**config.mk**
```make
export PLATFORM = sky130hd
export DESIGN_NAME = trig_cmd_core
export DESIGN_NICKNAME = d
export VERILOG_FILES = /design/src/rtl/trig_cmd_pkg.sv /design/src/rtl/num_arg_if.sv /design/src/rtl/num_arg_parser.sv /design/src/rtl/trig_cmd_core.sv
export SDC_FILE = /design/constraint.sdc
export NUM_CORES = 2
export LEC_CHECK = 0
export BUFFER_PORTS_ARGS = -buffer_cell sky130_fd_sc_hd__buf_2
export CORE_AREA = 3 3 330 332
export CTS_BUF_LIST = sky130_fd_sc_hd__clkbuf_8
export DETAILED_ROUTE_END_ITERATION = 6
export DIE_AREA = 0 0 333 335
export PLACE_DENSITY_LB_ADDON = 0.25
export REMOVE_ABC_BUFFERS = 1
export SLEW_MARGIN = 20
export SYNTH_ARGS = -nofsm -noshare
export SYNTH_HDL_FRONTEND = slang
export SYNTH_HIERARCHICAL = 1
export SYNTH_SLANG_ARGS = --single-unit
```
**constraint.sdc**
```tcl
create_clock -name clk_i -period 27.4 [get_ports clk_i]
set_input_delay 4.11 -clock clk_i [delete_from_list [all_inputs] [get_ports clk_i]]
set_output_delay 4.11 -clock clk_i [all_outputs]
set_load 0.02 [all_outputs]
```
**src/rtl/trig_cmd_pkg.sv**
```systemverilog
// shared constants and types of the trigger command front end
// assumes numeric magnitudes are carried in units of 1e-8
package trig_cmd_pkg;

  // numeric argument limits
  localparam int INT_DIGITS = 4;
  localparam int FRAC_DIGITS = 8;
  localparam int MAG_W = 41;
  localparam logic [40:0] MAG_SCALE = 41'h0_05F5_E100; // 1.0 in magnitude units
  localparam logic [40:0] DEC_BASE = 41'h000A;
  localparam logic [40:0] MAG_MAX = 41'h97_5CFA_9DF0; // 6500.9999
  localparam logic [40:0] MAG_MIN = 41'h0064; // .000001
  localparam logic [7:0] MAX_STR_LEN = 8'hFD; // 253 characters
  localparam logic [7:0] LEN_SAT = 8'hFF;

  // character codes seen by the argument parser
  localparam logic [7:0] CH_0 = 8'h30;
  localparam logic [7:0] CH_9 = 8'h39;
  localparam logic [7:0] CH_PT = 8'h2E;
  localparam logic [7:0] CH_MINUS = 8'h2D;
  localparam logic [7:0] CH_END = 8'h0A;

  // error codes queued to the host
  localparam logic [7:0] ERR_NUMERIC = 8'h78; // 120
  localparam logic [7:0] ERR_MISSING = 8'h6D; // 109
  localparam logic [7:0] ERR_TOO_LONG = 8'hDF; // 223

  // status and measurement settings
  localparam int WTG_BIT = 5;
  localparam logic [6:0] RATE_50 = 7'h32;
  localparam logic [6:0] RATE_60 = 7'h3C;
  localparam logic [6:0] RATE_125 = 7'h7D;
  localparam logic [3:0] TRAN_MAX = 4'h8;
  localparam logic [4:0] EXP_LEAD = 5'h03; // exponent of the leading integer digit

  typedef enum logic [3:0] {
    OP_NONE = 4'b0000, OP_VTRIG = 4'b0001, OP_CTRIG = 4'b0010, OP_ABORT = 4'b0011,
    OP_INIT = 4'b0100, OP_CONT = 4'b0101, OP_CONTQ = 4'b0110, OP_TRG = 4'b0111,
    OP_SOUR = 4'b1000, OP_RATE = 4'b1001, OP_MVOLT = 4'b1010, OP_MCURR = 4'b1011,
    OP_MTRAN = 4'b1100, OP_RST = 4'b1101, OP_VPROT = 4'b1110
  } op_t;

  typedef enum logic [1:0] {KW_NONE = 2'b00, KW_MAX = 2'b01, KW_MIN = 2'b10} kw_t;

  typedef enum logic [1:0] {ST_IDLE = 2'b00, ST_ARMED = 2'b01, ST_CONT = 2'b10} fsm_t;

  typedef struct packed {
    logic neg;
    logic [40:0] mag;
  } num_t;

endpackage
```
**src/rtl/num_arg_if.sv**
```systemverilog
// carries one parsed numeric argument from the parser to the core
// assumes both ends sit on the same clock
`timescale 1ns/10ps
`default_nettype none
interface num_arg_if;
  logic valid;
  logic neg;
  logic [40:0] mag;
  logic range_err;
  logic len_err;
  modport src (output valid, neg, mag, range_err, len_err);
  modport dst (input valid, neg, mag, range_err, len_err);
endinterface
`default_nettype wire

```
**src/rtl/num_arg_parser.sv**
```systemverilog
// decimal argument parser: characters in, fixed point magnitude out
// assumes one character per strobe, line feed ends the argument
`timescale 1ns/10ps
`default_nettype none
module num_arg_parser
  import trig_cmd_pkg::*;
(
  // clock and reset
  input wire logic clk_i,
  input wire logic sys_rst_i,
  // character stream
  input wire logic ch_valid_i,
  input wire logic [7:0] ch_i,
  // parsed argument
  num_arg_if.src arg
);
  import trig_cmd_pkg::*;

  typedef struct packed {
    logic [15:0] int_bcd;
    logic [31:0] frac_bcd;
    logic [3:0] frac_n;
    logic seen_pt;
    logic neg;
    logic [7:0] len;
    logic valid;
    logic vneg;
    logic [40:0] mag;
    logic range_err;
    logic len_err;
  } pst_t;

  pst_t q, d;
  logic [40:0] mag_n;

  // digits accumulate most significant first
  function automatic logic [40:0] bcd_to_mag(input logic [47:0] b);
    logic [40:0] acc;
    acc = '0;
    for (int k = 11; k >= 0; k--) begin
      acc = 41'(acc * DEC_BASE + {37'h0, b[4*k +: 4]});
    end
    return acc;
  endfunction

  assign mag_n = bcd_to_mag({q.int_bcd, q.frac_bcd});

  // next state of the parser
  always_comb begin
    d = q;
    d.valid = 1'b0;
    if (ch_valid_i) begin
      if (ch_i == CH_END) begin
        d.valid = 1'b1;
        d.vneg = q.neg;
        d.mag = mag_n;
        d.range_err = (mag_n > MAG_MAX) || ((mag_n != '0) && (mag_n < MAG_MIN));
        d.len_err = (q.len >= MAX_STR_LEN);
        d.int_bcd = '0;
        d.frac_bcd = '0;
        d.frac_n = '0;
        d.seen_pt = 1'b0;
        d.neg = 1'b0;
        d.len = '0;
      end else begin
        if (q.len != LEN_SAT) begin
          d.len = q.len + 8'h01;
        end
        // characters past the buffer limit are dropped, not stored
        if (q.len < MAX_STR_LEN) begin
          if (ch_i >= CH_0 && ch_i <= CH_9) begin
            if (!q.seen_pt) begin
              d.int_bcd = {q.int_bcd[11:0], ch_i[3:0]}; // leading digits fall off
            end else if (q.frac_n < 4'(FRAC_DIGITS)) begin
              d.frac_bcd[31 - 4*q.frac_n -: 4] = ch_i[3:0];
              d.frac_n = q.frac_n + 4'h1;
            end
          end else if (ch_i == CH_PT) begin
            d.seen_pt = 1'b1;
          end else if (ch_i == CH_MINUS) begin
            d.neg = 1'b1;
          end
        end
      end
    end
  end

  always_ff @(posedge clk_i) begin
    if (sys_rst_i) begin
      q <= '0;
    end else begin
      q <= d;
    end
  end

  assign arg.valid = q.valid;
  assign arg.neg = q.vneg;
  assign arg.mag = q.mag;
  assign arg.range_err = q.range_err;
  assign arg.len_err = q.len_err;

  AST_FRAC_LIMIT:
  assert property (@(posedge clk_i) disable iff (sys_rst_i)
    q.frac_n <= 4'(FRAC_DIGITS)) else $error("fraction digit count above eight");

  AST_LONG_FLAG:
  assert property (@(posedge clk_i) disable iff (sys_rst_i)
    ch_valid_i && ch_i == CH_END && q.len >= MAX_STR_LEN |=> arg.valid && arg.len_err)
    else $error("over-long argument not flagged");

endmodule
`default_nettype wire

```
**src/rtl/trig_cmd_core.sv**
```systemverilog
// trigger and measurement command core of a bipolar source front end
// assumes commands arrive decoded, arguments come through the parser
`timescale 1ns/10ps
`default_nettype none
module trig_cmd_core
  import trig_cmd_pkg::*;
#(
  parameter logic [40:0] FS_VOLT = 41'h2_540B_E400 // full-scale voltage, 100 V
) (
  // clock and reset
  input wire logic clk_i,
  input wire logic sys_rst_i,
  // argument characters
  input wire logic ch_valid_i,
  input wire logic [7:0] ch_i,
  // decoded command
  input wire logic cmd_valid_i,
  input wire trig_cmd_pkg::op_t cmd_op_i,
  input wire trig_cmd_pkg::kw_t cmd_kw_i,
  output logic cmd_ready_o,
  // user limits for keywords
  input wire logic [40:0] lim_pos_i,
  input wire logic [40:0] lim_neg_i,
  // external trigger pin
  input wire logic ext_trig_i,
  // status
  input wire logic [15:0] oper_en_i,
  input wire logic oper_evt_clr_i,
  output logic [15:0] oper_cond_o,
  output logic [15:0] oper_event_o,
  // output programming
  output logic [41:0] volt_set_o,
  output logic [41:0] curr_set_o,
  output logic [40:0] vprot_pos_o,
  output logic [40:0] vprot_neg_o,
  output logic trig_pulse_o,
  output logic [6:0] meas_rate_o,
  // measurement inputs, bcd 4.8 digits
  input wire logic [47:0] meas_volt_i,
  input wire logic meas_volt_neg_i,
  input wire logic [47:0] meas_curr_i,
  input wire logic meas_curr_neg_i,
  input wire logic [7:0][47:0] tran_sample_i,
  input wire logic [7:0] tran_neg_i,
  input wire logic [3:0] tran_count_i,
  // responses
  output logic resp_valid_o,
  output logic [19:0] resp_mant_o,
  output logic [4:0] resp_exp_o,
  output logic resp_neg_o,
  output logic resp_is_int_o,
  output logic resp_int_o,
  output logic resp_last_o,
  // errors
  output logic err_valid_o,
  output logic [7:0] err_code_o
);
  import trig_cmd_pkg::*;

  localparam logic [40:0] VPROT_FS = 41'(FS_VOLT + FS_VOLT / 41'h0064);
  localparam logic [40:0] RATE_50_MAG = 41'(MAG_SCALE * RATE_50);
  localparam logic [40:0] RATE_60_MAG = 41'(MAG_SCALE * RATE_60);
  localparam logic [40:0] RATE_125_MAG = 41'(MAG_SCALE * RATE_125);

  typedef struct packed {
    logic [19:0] mant;
    logic [4:0] exp;
  } sci_t;

  typedef struct packed {
    fsm_t fsm;
    logic src_ext;
    logic wtg;
    logic evt_wtg;
    num_t vtrig;
    num_t ctrig;
    num_t volt_set;
    num_t curr_set;
    logic [40:0] vprot_pos;
    logic [40:0] vprot_neg;
    logic [6:0] rate;
    logic trig_pulse;
    logic arg_have;
    num_t arg;
    logic arg_bad;
    logic arg_long;
    logic [2:0] ext_sync;
    logic ext_lvl;
    logic tran_busy;
    logic [3:0] tran_idx;
    logic resp_valid;
    logic [19:0] resp_mant;
    logic [4:0] resp_exp;
    logic resp_neg;
    logic resp_is_int;
    logic resp_int;
    logic resp_last;
    logic err_valid;
    logic [7:0] err_code;
  } st_t;

  st_t q, d;
  num_arg_if arg_bus ();
  logic take;
  logic ext_lvl_n;
  logic ext_rise;
  logic fire;
  logic val_ok;
  num_t val;
  logic [7:0] val_err;

  // normalise a bcd fixed point value to mantissa and exponent
  function automatic sci_t to_sci(input logic [47:0] b);
    sci_t r;
    int lead;
    logic [79:0] ext;
    r = '0;
    lead = 12;
    ext = {b, 32'h0};
    // scan upward so the most significant nonzero digit is the one kept
    for (int i = 0; i <= 11; i++) begin
      if (b[4*i +: 4] != 4'h0) begin
        lead = 11 - i;
      end
    end
    if (lead < 12) begin
      ext = ext << (4 * lead);
      r.mant = ext[79:60];
      r.exp = EXP_LEAD - 5'(lead);
    end
    return r;
  endfunction

  num_arg_parser u_parser (
    .clk_i(clk_i),
    .sys_rst_i(sys_rst_i),
    .ch_valid_i(ch_valid_i),
    .ch_i(ch_i),
    .arg(arg_bus.src)
  );

  // transient readback holds off new commands while it streams
  assign cmd_ready_o = !q.tran_busy;
  assign take = cmd_valid_i && cmd_ready_o;

  // pin filter: third stage must agree with second before a change counts
  assign ext_lvl_n = (q.ext_sync[1] == q.ext_sync[2]) ? q.ext_sync[1] : q.ext_lvl;
  assign ext_rise = ext_lvl_n && !q.ext_lvl;

  // bus trigger only counts with bus source, pin only with external source
  assign fire = ((take && cmd_op_i == OP_TRG && !q.src_ext)
                 || (ext_rise && q.src_ext)) && (q.fsm != ST_IDLE);

  // keywords replace the latched argument
  always_comb begin
    val = q.arg;
    val_ok = q.arg_have && !q.arg_bad && !q.arg_long;
    val_err = !q.arg_have ? ERR_MISSING : (q.arg_long ? ERR_TOO_LONG : ERR_NUMERIC);
    if (cmd_kw_i == KW_MAX) begin
      val = '{neg: 1'b0, mag: lim_pos_i};
      val_ok = 1'b1;
    end else if (cmd_kw_i == KW_MIN) begin
      val = '{neg: 1'b1, mag: lim_neg_i};
      val_ok = 1'b1;
    end
  end

  // next state of the whole core
  always_comb begin
    d = q;
    d.resp_valid = 1'b0;
    d.resp_last = 1'b0;
    d.resp_is_int = 1'b0;
    d.err_valid = 1'b0;
    d.trig_pulse = 1'b0;
    d.ext_sync = {q.ext_sync[1:0], ext_trig_i};
    d.ext_lvl = ext_lvl_n;
    // an argument is used once; a fresh one in the same cycle still lands
    if (take && cmd_op_i inside {OP_VTRIG, OP_CTRIG, OP_CONT, OP_SOUR, OP_RATE, OP_VPROT}) begin
      d.arg_have = 1'b0;
    end
    if (arg_bus.valid) begin
      d.arg_have = 1'b1;
      d.arg = '{neg: arg_bus.neg, mag: arg_bus.mag};
      d.arg_bad = arg_bus.range_err;
      d.arg_long = arg_bus.len_err;
    end
    // trigger applies the stored levels
    if (fire) begin
      d.volt_set = q.vtrig;
      d.curr_set = q.ctrig;
      d.trig_pulse = 1'b1;
      if (q.fsm == ST_ARMED) begin
        d.fsm = ST_IDLE;
      end
    end
    if (take) begin
      case (cmd_op_i)
        OP_VTRIG, OP_CTRIG: begin
          if (!val_ok) begin
            d.err_valid = 1'b1; // setting keeps its old value
            d.err_code = val_err;
          end else if (cmd_op_i == OP_VTRIG) begin
            d.vtrig = val;
          end else begin
            d.ctrig = val;
          end
        end
        OP_ABORT: begin
          if (q.fsm == ST_ARMED) begin
            d.fsm = ST_IDLE; // continuous falls through untouched
          end
        end
        OP_INIT: begin
          if (d.fsm == ST_IDLE) begin
            d.fsm = ST_ARMED; // redundant while continuous
          end
        end
        OP_CONT: begin
          if (val_ok) begin
            d.fsm = (val.mag != '0) ? ST_CONT : ST_IDLE;
          end else begin
            d.err_valid = 1'b1;
            d.err_code = val_err;
          end
        end
        OP_CONTQ: begin
          d.resp_valid = 1'b1;
          d.resp_is_int = 1'b1;
          d.resp_int = (q.fsm == ST_CONT);
          d.resp_last = 1'b1;
        end
        OP_SOUR: begin
          if (val_ok) begin
            d.src_ext = (val.mag != '0);
          end else begin
            d.err_valid = 1'b1;
            d.err_code = val_err;
          end
        end
        OP_RATE: begin
          // only the three rates are legal; anything else keeps the old one
          if (val_ok && !val.neg && val.mag == RATE_50_MAG) begin
            d.rate = RATE_50;
          end else if (val_ok && !val.neg && val.mag == RATE_60_MAG) begin
            d.rate = RATE_60;
          end else if (val_ok && !val.neg && val.mag == RATE_125_MAG) begin
            d.rate = RATE_125;
          end else begin
            d.err_valid = 1'b1;
            d.err_code = val_ok ? ERR_NUMERIC : val_err;
          end
        end
        OP_MVOLT, OP_MCURR: begin
          // sensed values only, the programmed levels never reach here
          d.resp_valid = 1'b1;
          d.resp_last = 1'b1;
          {d.resp_mant, d.resp_exp} = to_sci((cmd_op_i == OP_MVOLT) ? meas_volt_i : meas_curr_i);
          d.resp_neg = (cmd_op_i == OP_MVOLT) ? meas_volt_neg_i : meas_curr_neg_i;
        end
        OP_MTRAN: begin
          if (tran_count_i != 4'h0) begin
            d.tran_busy = 1'b1;
            d.tran_idx = 4'h0;
          end
        end
        OP_RST: begin
          d.fsm = ST_IDLE;
        end
        OP_VPROT: begin
          if (cmd_kw_i == KW_MAX) begin
            d.vprot_pos = VPROT_FS;
            d.vprot_neg = VPROT_FS; // negative side, sign implied
          end else if (val_ok) begin
            d.vprot_pos = val.mag;
            d.vprot_neg = val.mag;
          end else begin
            d.err_valid = 1'b1;
            d.err_code = val_err;
          end
        end
        default: begin
        end
      endcase
    end
    // transient samples stream one per cycle, last one marked
    if (q.tran_busy) begin
      d.resp_valid = 1'b1;
      {d.resp_mant, d.resp_exp} = to_sci(tran_sample_i[q.tran_idx[2:0]]);
      d.resp_neg = tran_neg_i[q.tran_idx[2:0]];
      d.tran_idx = q.tran_idx + 4'h1;
      if (d.tran_idx >= tran_count_i || d.tran_idx >= TRAN_MAX) begin
        d.tran_busy = 1'b0;
        d.resp_last = 1'b1;
      end
    end
    // waiting flag follows the arm state; external fire drops it one cycle
    d.wtg = (d.fsm == ST_ARMED)
            || (d.fsm == ST_CONT && !(fire && q.src_ext));
    // set wins over the clear
    d.evt_wtg = ((d.wtg != q.wtg) && oper_en_i[WTG_BIT])
                || (q.evt_wtg && !oper_evt_clr_i);
  end

  // reset puts the rate at its normal 60 Hz and disarms
  always_ff @(posedge clk_i) begin
    if (sys_rst_i) begin
      q <= '0;
      q.rate <= RATE_60;
    end else begin
      q <= d;
    end
  end

  // outputs straight from state
  always_comb begin
    oper_cond_o = '0;
    oper_cond_o[WTG_BIT] = q.wtg;
    oper_event_o = '0;
    oper_event_o[WTG_BIT] = q.evt_wtg;
  end
  assign volt_set_o = q.volt_set;
  assign curr_set_o = q.curr_set;
  assign vprot_pos_o = q.vprot_pos;
  assign vprot_neg_o = q.vprot_neg;
  assign trig_pulse_o = q.trig_pulse;
  assign meas_rate_o = q.rate;
  assign resp_valid_o = q.resp_valid;
  assign resp_mant_o = q.resp_mant;
  assign resp_exp_o = q.resp_exp;
  assign resp_neg_o = q.resp_neg;
  assign resp_is_int_o = q.resp_is_int;
  assign resp_int_o = q.resp_int;
  assign resp_last_o = q.resp_last;
  assign err_valid_o = q.err_valid;
  assign err_code_o = q.err_code;

  AST_ABORT_DISARM:
  assert property (@(posedge clk_i) disable iff (sys_rst_i)
    take && cmd_op_i == OP_ABORT && q.fsm == ST_ARMED |=> q.fsm == ST_IDLE && !oper_cond_o[5])
    else $error("abort left single arm pending");

  AST_ABORT_CONT:
  assert property (@(posedge clk_i) disable iff (sys_rst_i)
    take && cmd_op_i == OP_ABORT && q.fsm == ST_CONT |=> q.fsm == ST_CONT)
    else $error("abort changed continuous arming");

  AST_TRIG_APPLY:
  assert property (@(posedge clk_i) disable iff (sys_rst_i)
    fire |=> volt_set_o == $past(q.vtrig) && curr_set_o == $past(q.ctrig) && trig_pulse_o)
    else $error("trigger did not apply stored levels");

  AST_SINGLE_ONCE:
  assert property (@(posedge clk_i) disable iff (sys_rst_i)
    fire && q.fsm == ST_ARMED && !(take && cmd_op_i inside {OP_INIT, OP_CONT})
    |=> q.fsm == ST_IDLE ##1 !fire || q.fsm != ST_IDLE)
    else $error("single arm accepted a second trigger");

  AST_CONT_BUS_WTG:
  assert property (@(posedge clk_i) disable iff (sys_rst_i)
    q.fsm == ST_CONT && !q.src_ext |-> oper_cond_o[5])
    else $error("waiting flag low in continuous bus mode");

  AST_EXT_DROP:
  assert property (@(posedge clk_i) disable iff (sys_rst_i)
    fire && q.fsm == ST_CONT && q.src_ext && !take |=> !oper_cond_o[5] ##1 oper_cond_o[5])
    else $error("waiting flag did not pulse low on external trigger");

  AST_EVENT_LATCH:
  assert property (@(posedge clk_i) disable iff (sys_rst_i)
    $changed(oper_cond_o[5]) && $past(oper_en_i[5]) |-> oper_event_o[5])
    else $error("waiting flag transition not latched");

  AST_RST_CMD:
  assert property (@(posedge clk_i) disable iff (sys_rst_i)
    take && cmd_op_i == OP_RST |=> q.fsm == ST_IDLE && !oper_cond_o[5])
    else $error("reset command left arming on");

  AST_CONT_QUERY:
  assert property (@(posedge clk_i) disable iff (sys_rst_i)
    take && cmd_op_i == OP_CONTQ |=> resp_valid_o && resp_is_int_o
    && resp_int_o == ($past(q.fsm) == ST_CONT))
    else $error("continuous query answered wrongly");

  AST_RATE_LEGAL:
  assert property (@(posedge clk_i) disable iff (sys_rst_i)
    meas_rate_o == RATE_50 || meas_rate_o == RATE_60 || meas_rate_o == RATE_125)
    else $error("illegal measurement rate held");

  AST_REJECT_KEEP:
  assert property (@(posedge clk_i) disable iff (sys_rst_i)
    take && cmd_op_i == OP_VTRIG && !val_ok |=> err_valid_o && $stable(q.vtrig))
    else $error("rejected argument changed the setting");

  COV_SINGLE_FIRE: cover property (@(posedge clk_i) disable iff (sys_rst_i)
    fire && q.fsm == ST_ARMED);
  COV_EXT_CONT: cover property (@(posedge clk_i) disable iff (sys_rst_i)
    fire && q.fsm == ST_CONT && q.src_ext);
  COV_RANGE_ERR: cover property (@(posedge clk_i) disable iff (sys_rst_i)
    err_valid_o && err_code_o == ERR_NUMERIC);
  COV_TRAN_FULL: cover property (@(posedge clk_i) disable iff (sys_rst_i)
    resp_last_o && q.tran_idx == TRAN_MAX);

endmodule
`default_nettype wire

```
=== After elaboration in Yosys (flattened, before gate mapping) ===
Index checks and enable logic that the tools add are counted.

* $add $sub $neg: 18
* Multipliers: 11
* $lt $le $gt $ge: 12
* Eq/ne operators: 36
* Shift operators: 4
* Muxes and demuxes: 90
* Bitwise gates (word level): 3
* Reductions and logical operators: 98

{| class="wikitable"
|+ Operators with widths
! operator !! number
|-
| $mux W32 || 26
|-
| $add A41 B4 Y41 || 11
|-
| $mul A41 B3 Y40 const B || 10
|-
| $mux W82 || 2
|-
| $shl A80 B32 Y80 || 2
|-
| $bmux W48 S3 || 1
|-
| $reduce_bool A4 Y1 || 25
|-
| $mux W48 || 2
|-
| $mux W45 || 2
|-
| $mux W42 || 2
|-
| $eq A41 B33 Y1 const B || 2
|-
| $reduce_bool A41 Y1 || 2
|-
| $mux W36 || 2
|-
| $lt A32 B5 Y1 const B || 2
|-
| $mux W62 || 1
|-
| $mux W54 || 1
|-
| $mux W52 || 1
|-
| $mux W25 || 2
|-
| $mux W9 || 5
|-
| $mux W44 || 1
|-
| $eq A41 B34 Y1 const B || 1
|-
| $gt A41 B40 Y1 const B || 1
|-
| $lt A41 B7 Y1 const B || 1
|-
| $shift A4 B34 Y35 const A || 1
|-
| 56 further kinds || 166
|}

* Register bits after elaboration: 463
* Input port bits: 612
* Word-level logic and storage cells: 317

=== Depth between registers and ports, before layout ===
* Depth after elaboration: 26
* Gate-level depth with buffers: 105
* Gate-level depth less buffers: 104

=== Modules after synthesis ===
The synthesis kept the hierarchy.

{| class="wikitable"
|+ By module, submodules not included
! module !! instances !! cells each !! area each (um^2)
|-
| num_arg_parser || 1 || 3599 || 27427.6
|-
| trig_cmd_core || 1 || 2851 || 22648.0
|}

=== Least setup slack after synthesis ===
No wires, ideal clock.

* Path kind: reg2reg
* From: register u_parser/q[104] in the netlist's numbering
* To: register u_parser.q, in the netlist u_parser/arg.range_err
* Arrival: 21346 ps
* Required time: 27323 ps
* Slack: 5978 ps
* Cell stages (with the launch flop): 93
* Clock period less this slack: 21422 ps
* Path through: dfxtp_1 ha_1 ha_1 fa_1 xnor2_1 or3b_2 xor2_1 ha_1 ha_1 a21oi_1 xnor2_1 nor3b_1 xnor2_1 inv_1 ha_1 ha_1 xnor2_1 xnor2_1 [57 not listed] or4_4 nor2_1 xnor2_1 ha_1 ha_1 and3_1 and2_1 nand3_1 a211oi_1 o21a_1 o21a_1 nor2_1 xnor2_1 nand4_1 xnor2_1 xnor2_1 xor3_1 a41oi_2

* Cells in the longest elaborated chain, start to end: 25
* Elaborated cells between the ends (all ways): 27
* Classes of those cells: 11 x add/sub; 11 x mul; 2 x order compare; 3 x reduce/logical

{| class="wikitable"
|+ RTL lines
! what !! RTL line !! source
|-
| from (decl) || num_arg_parser.sv:33 || <nowiki>pst_t q, d;</nowiki>
|-
| from (signal assigned) || num_arg_parser.sv:90 || <nowiki>q <= '0;</nowiki>
|-
| from (signal assigned) || num_arg_parser.sv:92 || <nowiki>q <= d;</nowiki>
|-
| $mul A4 B3 Y7 (*) || num_arg_parser.sv:41 || <nowiki>acc = 41'(acc * DEC_BASE + {37'h0, b[4*k +: 4]});</nowiki>
|-
| $add A41 B4 Y41 (*) || num_arg_parser.sv:41 ||
|-
| $mul A41 B3 Y40 (*) || num_arg_parser.sv:41 ||
|-
| $add A41 B4 Y41 (*) || num_arg_parser.sv:41 ||
|-
| $mul A41 B3 Y40 (*) || num_arg_parser.sv:41 ||
|-
| $add A41 B4 Y41 (*) || num_arg_parser.sv:41 ||
|-
| $mul A41 B3 Y40 (*) || num_arg_parser.sv:41 ||
|-
| $add A41 B4 Y41 (*) || num_arg_parser.sv:41 ||
|-
| [9 not listed] || -- ||
|-
| $add A41 B4 Y41 (*) || num_arg_parser.sv:41 ||
|-
| $mul A41 B3 Y40 (*) || num_arg_parser.sv:41 ||
|-
| $add A41 B4 Y41 (*) || num_arg_parser.sv:41 ||
|-
| $mul A41 B3 Y40 (*) || num_arg_parser.sv:41 ||
|-
| $add A41 B4 Y41 (*) || num_arg_parser.sv:41 ||
|-
| $lt A41 B7 Y1 / $reduce_bool A41 Y1 (equally long branches) || num_arg_parser.sv:57 || <nowiki>d.range_err = (mag_n > MAG_MAX) || ((mag_n != '0) && (mag_n < MAG_MIN));</nowiki>
|-
| $logic_and A1 B1 Y1 || num_arg_parser.sv:57 ||
|-
| $logic_or A1 B1 Y1 (*) || num_arg_parser.sv:57 ||
|}

Mark *: on every way between the ends. The rest lies on a longest branch, timed or not.
A chain may end at the register's enable or synchronous reset.

=== Worst setup path after layout ===
* From: register u_parser/q[106] in the netlist's numbering
* To: register u_parser.q, in the netlist u_parser/arg.range_err

The elaborated chain is that of the path after synthesis.

==> out/metrics.yaml <==
grt_pass1_wl_um: 298000
syn_inst: 6450
cp-start-kind: "flip-flop"
cts_tree: "yes"
cts_buffer_depth: 3
r2r_setup_slack_ns: 2.09
synth_top_area_frac: 0.167
cp_num_buf_inv: 3
synthToLayoutAreaGrowth_pct: 9.29
cp.required_ns: 27.90
cts_resized: 0
synth_area_sq_um: 50100
cp.arrival_ns: 25.81
coreArea_sq_um: 107000
fillCellCount: 10600
worstSetupEndpointType: "flip-flop"
relSlewSlack: 0.238
ant_nets: 0
drt_wl_total_um: 204000
ys_top_cells_by_area: "dfxtp_1 (17%), ha_1 (14%), nand2_1 (5.9%)"
crit_top_cell: "ha_1"
vias: 50500
worstHoldPathType: "reg -> reg"
postSynthAreaPerCell_sq_um: 7.76
numCtsBuffers: 71
timing.rr.start: "u_parser/q[106]"
setup_viol: 0
die-area_sq_um: 112000
fp.dieH_um: 335
rsz0062_at_grt: "false"
final_core_util: 0.513
grt_max_degree: 126
synth_top_family_by_area: "simple AND/OR/NAND/NOR gates"
fp.dieW_um: 333
synth_cell_types: 117
drive_gt1_frac: 0.172
root_buffer: "clkbuf_8"
grt.total_usage: 0.349
clock_sinks: 417
dr.pass1.iters: 6
slowest_delay_ns: 0.74
synth-simple-area-share: 0.231
vias_per_cell: 6.05
start_util: 0.470
hold_viol_final: 0
yosys.area.top_type: "dfxtp_1"
worst_r2r_path_depth: 92
cts_setup_buffers: 0
rows: 120
dp_hpwl_um: 170000
ys_ff_latch: 417
antenna_found_initial: 81
crit_slowest_cell: "a2111oi_0"
max_freq_mhz: 39.5
synth_flop_cell: "dfxtp_1"
fin_crit_sh: 0.924
grt_overflow_total: 0
synth_fa_ha_area_frac: 0.149
synth.top_cells.by_count: "nand2_1 (787), ha_1 (563), nor2_1 (542)"
hp-start: "q[342]"
holdBufCountCts: 0
synthMuxAreaShare: 0.0938
drv_slew: 0
synth_seq_area_share: 0.167
htree_num_levels: 3
synth_edf_count: 0
drc_errors: 0
yosys_warnings: 6
timing.rr.end: "u_parser/arg.range_err"
critical_path_class: "reg -> reg"
async_flop_share: 0
path_clk_slew_ns: 0.07
crit_fanout: 6
grt_pass1_vias: 47100
path_delay_family: "adder cells"
min_delay_path_depth: 2
outcome: "finished, final reports clean"
min_to: "volt_set_o[33]"
synth_compound_area_frac: 0.197
max_slew.worst_pin.slew_ns: 1.13
fin_crit_ns: 25.31
clock_skew_ns: 0.0390
synth_xor_xnor_area_share: 0.0822
setup_tns_ns: 0
drv_cap: 0
wl_per_cell_um: 24.5
fin_nets: 8055
clkLatencyLatePin_ns: 0.66
drt_iter0_drc: 3957
synth.most_common_cell: "nand2_1"
numPortBuffers: 810
routabilityCongestion: 1.12
pin_count: 858
==> metal layers <==
metal | up-vias | global-route usage | routed length [um]
met2 | 1959 | 0.542 | 89800
met4 | 36 | 0.153 | 9340
met5 | - | 0 | 233
li1 | 24100 | - | -
met1 | 24100 | 0.446 | 85900
met3 | 348 | 0.105 | 19000
==> final cells by class <==
class	instances	area [sq um]	share of cell area
clock buffers	81	1110	0.0204
clock inverters	41	312	0.00569
diodes	41	103	0.00187
inverters	207	777	0.0142
multi-input cells	5311	37900	0.693
repair buffers	850	4360	0.0797
flip-flops and latches	417	8360	0.153
well taps	1403	1760	0.0321
==> cell usage in the layout (no fill, tap or decap), types with 40 or more instances in the layout <==
cell type  synthesis  routed
nor4_1            87      86
clkbuf_8           0      81
or4_1             40      40
nand2b_1          78      77
nand4_1           78      78
nor3_1           173     171
diode_2            0      41
nand2_1          787     784
nor3b_1           40      40
a211oi_1         107     107
mux2i_1          241     241
nor2b_1           70      68
o21a_1            49      49
a21oi_1          503     503
xor2_1           163     162
mux4_2            80      80
o21ai_0          202     202
ha_1             563     563
a21o_1            89      89
nand3_1          181     181
buf_2             47     809
o211ai_1          47      47
nor2_1           542     541
a22oi_1           55      55
dfxtp_1          417     413
a31oi_1           44      44
or3_1             55      55
xnor2_1          304     303
inv_1            203     228
buf_4            286      40
and3_1            58      58
==> cell families after synthesis <==
kind of cell | after synthesis
simple gates | 2372
other cells | 3
fa+ha+maj | 585
xor+xnor | 468
flops | 417
mux | 363
buf+inv | 756
compound gates | 1486
==> flip-flops by register name, summed over array words and instances, names as in the netlist, 2 cells and up <==
register	count
d	2
vprot_pos_o	41
u_parser/q	62
resp_exp_o	4
u_parser/arg.mag	41
resp_mant_o	20
q	139
volt_set_o	42
meas_rate_o	3
curr_set_o	42
err_code_o	8
==> worst max-delay path by stage <==
stage	start	to	slack, ns	cells past startpoint
after CTS	u_parser/q[106]	u_parser/arg.range_err	2.17	92
final	u_parser/q[106]	u_parser/arg.range_err	2.09	92
after global placement	u_parser/q[106]	u_parser/arg.range_err	2.48	92
after global routing	u_parser/q[106]	u_parser/arg.range_err	0.19	93
after floorplan	u_parser/q[104]	u_parser/arg.range_err	5.98	92
after detailed placement	u_parser/q[106]	u_parser/arg.range_err	2.31	92
==> through the flow <==
| step | cell area, sq um | cells | hold WS (ns) | setup slack (ns) |
|---|---|---|---|---|
| after global routing | 54700 | 8334 | 0.459 | 0.189 |
| after detailed placement | 53200 | 8188 | 0.434 | 2.31 |
| final | 54700 | 8351 | 0.436 | 2.09 |
| after floorplan | 47000 | 5935 | 0.414 | 5.98 |
| after CTS | 54600 | 8310 | 0.437 | 2.17 |
| after global placement | 53200 | 8188 | 0.432 | 2.48 |
==> worst register-to-register path: cells and delay by family (launching register included) <==
family	cells	cell delay [ns]
XOR/XNOR	19	4.99
buffers and inverters	3	0.28
adder cells (fa/ha/maj)	23	7.30
multiplexers	1	0.27
flip-flops	1	0.42
AO/OA/AOI/OAI	21	6.16
AND/OR/NAND/NOR	25	5.74
Power is not shown: default switching activity piles up to over one toggle a cycle in this logic, so the estimate is an artifact.
